**config.mk**
```make
export PLATFORM = sky130hd
export DESIGN_NAME = sil_indicators
export DESIGN_NICKNAME = d
export VERILOG_FILES = /design/src/sil_pkg.sv /design/src/sil_indicators.sv
export VERILOG_INCLUDE_DIRS = /design/src
export SDC_FILE = /design/constraint.sdc
export NUM_CORES = 1
export LEC_CHECK = 0
export ABC_AREA = 1
export BUFFER_PORTS_ARGS = -buffer_cell sky130_fd_sc_hd__buf_2
export CORE_UTILIZATION = 35
export DETAILED_ROUTE_END_ITERATION = 10
export PLACE_DENSITY_LB_ADDON = 0.2
export SYNTH_ARGS = -nofsm -noshare
export SYNTH_HDL_FRONTEND = slang
export SYNTH_SLANG_ARGS = --single-unit
```
**constraint.sdc**
```tcl
create_clock -name core_clk -period 2.06 [get_ports core_clk]
set_input_delay 0 -clock core_clk [delete_from_list [all_inputs] [get_ports core_clk]]
set_output_delay 0 -clock core_clk [all_outputs]
set_load 0.05 [all_outputs]
```
**src/sil_params.svh**
```systemverilog
// Timing and encoding constants for the status indicator line block.
`ifndef SIL_PARAMS_SVH
`define SIL_PARAMS_SVH
`define SIL_CLK_HZ 20000000
`define SIL_CONFIRM_S 20
`define SIL_CONFIRM_CYC (`SIL_CONFIRM_S * `SIL_CLK_HZ)
`define SIL_LINES 3
`define SIL_IDX_MSG 0
`define SIL_IDX_COV 1
`define SIL_IDX_LOW 2
`define SIL_SYNC_RST 3'h0
`define SIL_PINS_RST 3'h7
`define SIL_SPI_OE 3'h3
`endif

```
**src/sil_pkg.sv**
```systemverilog
// Types shared by the status indicator line block.
package sil_pkg;
	typedef enum logic [1:0] {
		SIL_FN_STATUS = 2'h0,
		SIL_FN_GPIO = 2'h1,
		SIL_FN_SPI = 2'h3
	} sil_fn_e;
	typedef struct packed {
		logic msg_complete;
		logic in_range;
		logic below_low;
		logic above_high;
	} sil_status_s;
	typedef struct packed {
		logic [2:0] o;
		logic [2:0] oe;
	} sil_pins_s;
	typedef struct packed {
		logic clk;
		logic mosi;
		logic cs_n;
	} sil_spi_s;
endpackage : sil_pkg

```
**src/sil_indicators.sv**
```systemverilog
// Status indicator outputs with GPIO and serial port alternate functions.
`timescale 1ns/1ns
`include "sil_params.svh"
// Operation
// - Three modem driven lines: message pending, coverage, supply low.
// - Each line may instead be GPIO or a serial peripheral port signal.
// - In serial port mode, status line four serves as chip select.
// - Message pending low while a complete outbound message is held.
// - Coverage line low while in radio range, high otherwise.
// - Supply low line low below 3.5V, high above 3.6V, hysteresis between.
// - Supply low line follows the internal low battery event one cycle later.
// - A supply change may take up to 20 seconds to confirm.
module sil_indicators #(
	parameter int unsigned CONFIRM_CYC = `SIL_CONFIRM_CYC
) (
	input wire logic core_clk,
	input wire logic resetn,
	input wire sil_pkg::sil_status_s status,
	input wire sil_pkg::sil_fn_e [2:0] line_fn,
	input wire logic [2:0] gpio_out,
	input wire logic [2:0] gpio_oe,
	input wire sil_pkg::sil_spi_s spi_drive,
	input wire logic [2:0] line_in,
	output sil_pkg::sil_pins_s pins,
	output logic [2:0] gpio_in,
	output logic spi_miso,
	output logic status_line_four_o,
	output logic status_line_four_oe,
	output logic supply_low_event
);
	import sil_pkg::*;

	if (CONFIRM_CYC < 1) begin : g_bad_confirm
		$error("CONFIRM_CYC must be at least one cycle");
	end

	localparam int CW = $clog2(CONFIRM_CYC + 1);

	// Pin inputs pass three synchronizer flops and a filter flop; the first is read only by the second.
	logic [2:0] s1_r, s2_r, s3_r, in_r;
	logic [2:0] in_nxt;
	always_comb begin
		in_nxt = in_r;
		for (int i = 0; i < `SIL_LINES; i++) begin
			if (s2_r[i] == s3_r[i]) begin
				in_nxt[i] = s3_r[i];
			end
		end
	end
	always_ff @(posedge core_clk or negedge resetn) begin
		if (!resetn) begin
			s1_r <= `SIL_SYNC_RST;
			s2_r <= `SIL_SYNC_RST;
			s3_r <= `SIL_SYNC_RST;
			in_r <= `SIL_SYNC_RST;
		end else begin
			s1_r <= line_in;
			s2_r <= s1_r;
			s3_r <= s2_r;
			in_r <= in_nxt;
		end
	end
	assign gpio_in = in_r;
	assign spi_miso = in_r[`SIL_IDX_LOW];

	// Supply state with hysteresis and a confirmation delay, so a fast
	// swing is not reported until it has persisted for the whole window.
	logic low_r, low_nxt;
	logic [CW-1:0] cnt_r, cnt_nxt;
	logic want;
	always_comb begin
		want = low_r;
		if (status.below_low) begin
			want = 1'b1;
		end else if (status.above_high) begin
			want = 1'b0;
		end
		low_nxt = low_r;
		cnt_nxt = '0;
		if (want != low_r) begin
			if (cnt_r >= CW'(CONFIRM_CYC - 1)) begin
				low_nxt = want;
			end else begin
				cnt_nxt = cnt_r + 1'b1;
			end
		end
	end
	always_ff @(posedge core_clk or negedge resetn) begin
		if (!resetn) begin
			low_r <= 1'b0;
			cnt_r <= '0;
		end else begin
			low_r <= low_nxt;
			cnt_r <= cnt_nxt;
		end
	end
	// The event and the line share one source so they cannot drift apart.
	assign supply_low_event = low_r;

	// Output lines are registered; status indication is active low.
	sil_pins_s pins_r, pins_nxt;
	logic [2:0] ind;
	logic [2:0] spi_o;
	logic [2:0] spi_oe;
	logic cs_o_r, cs_o_nxt, cs_oe_r, cs_oe_nxt;
	always_comb begin
		ind[`SIL_IDX_MSG] = ~status.msg_complete;
		ind[`SIL_IDX_COV] = ~status.in_range;
		ind[`SIL_IDX_LOW] = ~low_r;
		spi_o = {1'b0, spi_drive.mosi, spi_drive.clk};
		spi_oe = `SIL_SPI_OE;
		for (int i = 0; i < `SIL_LINES; i++) begin
			unique case (line_fn[i])
				SIL_FN_STATUS: begin
					pins_nxt.o[i] = ind[i];
					pins_nxt.oe[i] = 1'b1;
				end
				SIL_FN_GPIO: begin
					pins_nxt.o[i] = gpio_out[i];
					pins_nxt.oe[i] = gpio_oe[i];
				end
				SIL_FN_SPI: begin
					pins_nxt.o[i] = spi_o[i];
					pins_nxt.oe[i] = spi_oe[i];
				end
				default: begin
					pins_nxt.o[i] = 1'b1;
					pins_nxt.oe[i] = 1'b0;
				end
			endcase
		end
		cs_o_nxt = 1'b1;
		cs_oe_nxt = 1'b0;
		if (line_fn[`SIL_IDX_MSG] == SIL_FN_SPI) begin
			cs_o_nxt = spi_drive.cs_n;
			cs_oe_nxt = 1'b1;
		end
	end
	always_ff @(posedge core_clk or negedge resetn) begin
		if (!resetn) begin
			pins_r <= '{o: `SIL_PINS_RST, oe: `SIL_PINS_RST};
			cs_o_r <= 1'b1;
			cs_oe_r <= 1'b0;
		end else begin
			pins_r <= pins_nxt;
			cs_o_r <= cs_o_nxt;
			cs_oe_r <= cs_oe_nxt;
		end
	end
	assign pins = pins_r;
	assign status_line_four_o = cs_o_r;
	assign status_line_four_oe = cs_oe_r;

	AST_MSG: assert property (
		@(posedge core_clk) disable iff (!resetn)
		line_fn[0] == SIL_FN_STATUS |=> pins.o[0] == !$past(status.msg_complete))
		else $error("message pending line wrong");
	AST_COV: assert property (
		@(posedge core_clk) disable iff (!resetn)
		line_fn[1] == SIL_FN_STATUS |=> pins.o[1] == !$past(status.in_range))
		else $error("coverage line wrong");
	AST_LOW: assert property (
		@(posedge core_clk) disable iff (!resetn)
		line_fn[2] == SIL_FN_STATUS |=> pins.o[2] == !$past(supply_low_event))
		else $error("supply line disagrees with event");
	AST_HYST: assert property (
		@(posedge core_clk) disable iff (!resetn)
		$rose(low_r) |-> $past(status.below_low))
		else $error("supply low set without low voltage");
	AST_FALL: assert property (
		@(posedge core_clk) disable iff (!resetn)
		$fell(low_r) |-> $past(status.above_high))
		else $error("supply low cleared without high voltage");
	AST_HOLD: assert property (
		@(posedge core_clk) disable iff (!resetn)
		!status.below_low && !status.above_high |=> $stable(low_r))
		else $error("supply state moved between thresholds");
	AST_CONF: assert property (
		@(posedge core_clk) disable iff (!resetn)
		$changed(low_r) |-> $past(cnt_r) == CW'(CONFIRM_CYC - 1))
		else $error("supply state changed before confirmation");
	AST_OE: assert property (
		@(posedge core_clk) disable iff (!resetn)
		line_fn[1] == SIL_FN_STATUS |=> pins.oe[1])
		else $error("status line not driven");
	AST_GPIO: assert property (
		@(posedge core_clk) disable iff (!resetn)
		line_fn[0] == SIL_FN_GPIO |=> pins.o[0] == $past(gpio_out[0]))
		else $error("gpio line not followed");
	AST_SPI_OUT: assert property (
		@(posedge core_clk) disable iff (!resetn)
		line_fn[1] == SIL_FN_SPI |=> pins.oe[1] &&
		pins.o[1] == $past(spi_drive.mosi))
		else $error("serial data line not driven");
	AST_MISO_IN: assert property (
		@(posedge core_clk) disable iff (!resetn)
		line_fn[2] == SIL_FN_SPI |=> !pins.oe[2])
		else $error("serial input line driven");
	AST_CS: assert property (
		@(posedge core_clk) disable iff (!resetn)
		line_fn[0] == SIL_FN_SPI |=> status_line_four_oe &&
		status_line_four_o == $past(spi_drive.cs_n))
		else $error("chip select not driven");
	AST_CS_OFF: assert property (
		@(posedge core_clk) disable iff (!resetn)
		line_fn[0] != SIL_FN_SPI |=> !status_line_four_oe)
		else $error("chip select driven outside serial mode");

	// Per-line checks; release and gpio enable are judged against the line's function, the input filter check holds in every function.
	for (genvar g = 0; g < `SIL_LINES; g++) begin : g_line_chk
		AST_LINE_OFF: assert property (
			@(posedge core_clk) disable iff (!resetn)
			!(line_fn[g] inside {SIL_FN_STATUS, SIL_FN_GPIO, SIL_FN_SPI})
			|=> !pins.oe[g] && pins.o[g])
			else $error("illegal function did not release the line");
		AST_GPIO_OE: assert property (
			@(posedge core_clk) disable iff (!resetn)
			line_fn[g] == SIL_FN_GPIO |=> pins.oe[g] == $past(gpio_oe[g]))
			else $error("gpio enable not followed");
		AST_IN_FILT: assert property (
			@(posedge core_clk) disable iff (!resetn)
			$changed(gpio_in[g]) |-> $past(s2_r[g]) == $past(s3_r[g]))
			else $error("pin input changed before the filter agreed");
	end
endmodule : sil_indicators

```
# Word-level counts from Yosys, hierarchy flattened
# Index checks and enable logic that the tools add are counted.
# Widths: inputs -> output; s select.
[totals] reg_bits=50 latch_bits=0 mem_bits_rw=0 mem_bits_ro=0 inputBits=24 out_inout_bits=13 elab_cells=45 memories=0
[op_classes] addsub=1 mul=0 div_mod_pow=0 order_cmp=1 eq_ne=10 n_shift=0 n_mux=12 bitwise=3 reduce_logical=6
[op_table] op="$mux 29" count=2
[op_table] op="$add 29x1->29 const B" count=1
[op_table] op="$ge 29x29->1 const B" count=1
[op_table] op="$pmux 1 s3" count=3
[op_table] op="$eq 2x1->1 const B" count=3
[op_table] op="$eq 2x2->1 const B" count=3
[op_table] op="$logic_not 2->1" count=3
[op_table] op="$pmux 1 s2" count=3
[op_table] op="$mux 1" count=4
[op_table] op="$reduce_or 2->1" count=2
[op_table] op="$eq 1x1->1" count=3
[op_table] op="$not 1->1" count=3
[op_table] op="$reduce_and 2->1" count=1
[op_table] op="$ne 1x1->1" count=1

# Logic depth before layout (Yosys ltp)
[logic_depth] word_depth=4 mapped_depth=11 ltp_nobuf=11

# Least setup slack after synthesis
# No wires, ideal clock.
[synth_path] path_kind="register to register" start="register low_r (netlist: supply_low_event)" end="register cnt_r[19]" setup_ps=68 arrival_ps=1566 required_ps=1992 slack_ps=426 path_stages_with_launch=8 n_path_buf=2 synth_period_minus_slack_ps=1634 path_cell_list="dfrtp_1 inv_2 o21bai_1 xor2_1 nand4_2 buf_6 buf_12 nor2_4"
[synth_between] elab_chain_len=4
[synth_lines] element="from (decl)" line="sil_indicators.sv:68" text="logic low_r, low_nxt;"
[synth_lines] element="from (signal assigned)" line="sil_indicators.sv:93" text="low_r <= low_nxt;"
[synth_lines] element="$mux 1" line="sil_indicators.sv:75" text="end else if (status.above_high) begin"
[synth_lines] element="$mux 1" line="sil_indicators.sv:73" text="if (status.below_low) begin"
[synth_lines] element="$ne 1x1->1 *" line="sil_indicators.sv:80" text="if (want != low_r) begin"
[synth_lines] element="$mux 29 *" line="sil_indicators.sv:80"
[synth_lines] element="net cnt_nxt[19]" line="sil_indicators.sv:69" text="logic [CW-1:0] cnt_r, cnt_nxt;"
[synth_lines] element="to (signal assigned)" line="sil_indicators.sv:94" text="cnt_r <= cnt_nxt;"
[synth_lines] element="to (decl)" line="sil_indicators.sv:69"
# The timed path passes the listed nets; every way through them passes the cells marked *.
# A chain may end at the register's enable or synchronous reset.

# Worst setup path in the final report
[layout_path] start="register cnt_r[0]" end="register cnt_r[17]"
[layout_between] elab_chain_len=3 elab_cells_between_ends=4 cone_classes="1 x add/sub; 1 x order compare; 2 x mux"
[layout_lines] element="$add 29x1->29 or $ge 29x29->1 (tied branches)" line="sil_indicators.sv:84, sil_indicators.sv:81"
[layout_lines] element="$mux 29 *" line="sil_indicators.sv:81" text="if (cnt_r >= CW'(CONFIRM_CYC - 1)) begin"
[layout_lines] element="$mux 29 *" line="sil_indicators.sv:80"
[layout_lines] element="net cnt_nxt[17]" line="sil_indicators.sv:69"
# Marks and branches as above.

==> flow_metrics.env <==
export IMPL_fin_worst_skew_ps=8.27
export IMPL_cp_common_cell="nand2_2"
export IMPL_start_util_pct=36.6
export IMPL_worst_ep_arrival_time_ps=1900
export IMPL_p_sw_w=0.000498
export IMPL_drc=0
export IMPL_dr_total_vias=2032
export IMPL_ys_seq_elements=50
export IMPL_avgViaCountPerCell=4.35
export IMPL_ctsHtreeMaxLevel=2
export IMPL_nNetsFinal=400
export IMPL_p_sw_share_pct=26.6
export IMPL_start_kind="register"
export IMPL_port_buffers=36
export IMPL_grt_pass1_wl_microns=8970
export IMPL_synth_xor_area_share_pct=7.14
export IMPL_die_area_sq_um=8060
export IMPL_clkPwrFrac_pct=32.9
export IMPL_cp_buffers_inverters=1
export IMPL_post_route_util_pct=44.1
export IMPL_synth_cell_types=32
export IMPL_gr_total_overflow=0
export IMPL_gp_congestion=0.818
export IMPL_die_x_microns=89.8
export IMPL_drv_slew=0
export IMPL_muxShareOfSynthArea_pct=0
export IMPL_status="complete, no violations"
export IMPL_cts_buffers_inserted=5
export IMPL_crit_chain="ha_1 > nand2_2 > nor2_4 > nand2_4 > nor2_2 > nand2_2 > nand4_2 > buf_4 > nor2_1"
export IMPL_synth_top_area_cell="dfrtp_1"
export IMPL_syn_area_sq_um=2700
export IMPL_row_count=31
export IMPL_drt_iter0_drc=61
export IMPL_min_period_ps=1720
export IMPL_area_delta_synth_final_pct=20.6
export IMPL_top_layer="met4"
export IMPL_setup_viol=0
export IMPL_fin_crit_sh_pct=83.3
export IMPL_drv_cap=0
export IMPL_setup_worst_path_class="reg2reg"
export IMPL_layout_common_cells="66 x nand2_1, 51 x nor2_1, 43 x dfrtp_1"
export IMPL_total_leakage_power_nw=1.43
export IMPL_syn_area_per_cell_sq_um=8.73
export IMPL_hp_class="in2reg"
export IMPL_path_clk_slew_ps=100
export IMPL_ys_warn_count=0
export IMPL_max_freq_ghz=0.583
export IMPL_ys_top_cells_by_area="dfrtp_1 40%, nand2_1 9.2%, nor2_1 7.1%"
export IMPL_grtUsageTotal_pct=13.6
export IMPL_worst_slew_pin_slew_ps=558
export IMPL_setup_slack_ps=344
export IMPL_syn_instance_count=309
export IMPL_grt_pass1_vias=2012
export IMPL_synth_top_family_by_area="simple AND/OR/NAND/NOR gates"
export IMPL_wl_met3_microns=144
export IMPL_seq_area_frac_synth_pct=46.7
export IMPL_worst_path_largest_cell_delay_ps=390
export IMPL_cts_tree="yes"
export IMPL_antenna_left=0
export IMPL_drive_above_1_share_pct=25.0
export IMPL_wl_per_cell_microns=10.8
export IMPL_total_power_w=0.00187
export IMPL_cts_root_buf="clkbuf_8"
export IMPL_power_density_nw_per_um2=576
export IMPL_place_ws_ps=338
export IMPL_synth_compound_area_share_pct=2.88
export IMPL_wl_met1_microns=2410
export IMPL_post_cts_buffers=0
export IMPL_die_height_microns=89.8
export IMPL_first_pass_iters=4
export IMPL_synth_simple_gate_area_share_pct=31.1
export IMPL_hold_violations=0
export IMPL_critical_path_top_delay_family="simple AND/OR/NAND/NOR gates"
export IMPL_crit_path_end_kind="register"
export IMPL_synth_nets=342
export IMPL_setup_tns_ps=0
export IMPL_drt_total_wl_microns=5040
export IMPL_place_hpwl_microns=3790
export IMPL_internal_power_w=0.00137
export IMPL_post_cts_resize_count=0
export IMPL_ioPinCount=37
export IMPL_rsz0062_at_grt="no"
export IMPL_synthAdderAreaFrac_pct=5.29
export IMPL_critPathSlowestCell="dfrtp_1"
export IMPL_p_seq_share_pct=55.0
export IMPL_combPwrFrac_pct=12.1
export IMPL_num_antenna_cells=0
export IMPL_grt_max_degree=30
export IMPL_maxSlewHeadroom_pct=62.8
export IMPL_cp_max_fo=13
export IMPL_clk_path_buf_depth=2
export IMPL_antenna_found_initial=0
export IMPL_worstPathRequired_ps=2240
export IMPL_peakVddDrop_uv=275
export IMPL_wl_met2_microns=2430
export IMPL_insertion_delay_ps=300
export IMPL_clock_sinks=50
export IMPL_final_common_cell="nand2_1"
export IMPL_synth_top_area_share_pct=39.9
export IMPL_core_sq_um=7370
## synthesized netlist by cell type (all sizes together)
library cell and n:
a21oi 6, a31oi 1, and2 2, buf 4, dfrtp 43, dfstp 7, ha 9, inv 38
maj3 3, nand2 72, nand3 17, nand4 6, nor2 71, nor3 2, o211ai 2, o21ai 3
o21bai 1, xnor2 4, xor2 18
## path summary, 6_finish.rpt
kind,slack [ps],to,start,cells past startpoint
setup / recovery,340,cnt_r[17],cnt_r[0],9
hold / removal,7,pins[0],line_fn[1],3
setup reg to reg,340,cnt_r[17],cnt_r[0],9
hold reg to reg,360,s2_r[1],s1_r[1],0
max in group asynchronous,1240,pins[1],resetn,3
min in group asynchronous,210,cnt_r[24],resetn,2
## what timing repair did
action                                  CTS  global route
hold buffers                             16             0
endpoints found under the setup margin    0             0
hold endpoints to repair                 31             0
## layout make-up
| type | count | area (sq um) |
|---|---|---|
| fill | 754 | 4120 |
| multi-input combinational | 217 | 1250 |
| tap | 99 | 124 |
| sequential | 50 | 1260 |
| inverter | 38 | 143 |
| clock inverter | 2 | 17.5 |
| timing repair buffer | 55 | 375 |
| clock buffer | 6 | 82.6 |
## kinds of logic (layout without fill, tap and decap cells)
| logic type | Yosys count | count (layout) |
|---|---|---|
| xor+xnor | 22 | 22 |
| fa+ha+maj | 12 | 12 |
| flops | 50 | 50 |
| compound gates | 13 | 13 |
| buf+inv | 42 | 101 |
| simple gates | 170 | 170 |
## flip-flops by register name, indices dropped and copies added (netlist names)
name and flops:
status_line_four_o 1, cnt_r 29, s1_r 3, supply_low_event 1
status_line_four_oe 1, gpio_in 3, pins 6, s3_r 3
s2_r 3
## worst register-to-register path, cell delays in order, from the launching register on
cell	delay, ps
dfrtp_1	390
ha_1	210
nand2_2	70
nor2_4	140
nand2_4	90
nor2_2	120
nand2_2	70
nand4_2	100
buf_4	330
nor2_1	80
## per-stage QoR
step                cells  area, sq um  hold slack [ps]
floorplan             309         2700             -296
global placement      443         2990             16.5
detailed placement    443         2990             33.0
CTS                   467         3250             5.41
global route          467         3250             5.71
finish                467         3250             7.27
## power groups by stage
stage | registers [W] | clock network [W] | logic, W
after floorplan | 0.00112 | 0 | 0.0000609
after global placement | 0.00105 | 0 | 0.000199
after detailed placement | 0.00105 | 0 | 0.000203
after CTS | 0.00103 | 0.000648 | 0.000231
after global routing | 0.00103 | 0.000692 | 0.000247
final | 0.00103 | 0.000617 | 0.000227
## metal layers
metal,vias up,track usage (%)
met5,-,0
met4,0,3.28
met3,4,2.79
met2,32,23.1
met1,932,17.7
li1,1064,-
Note: power is estimated with default switching activity, not from simulation.
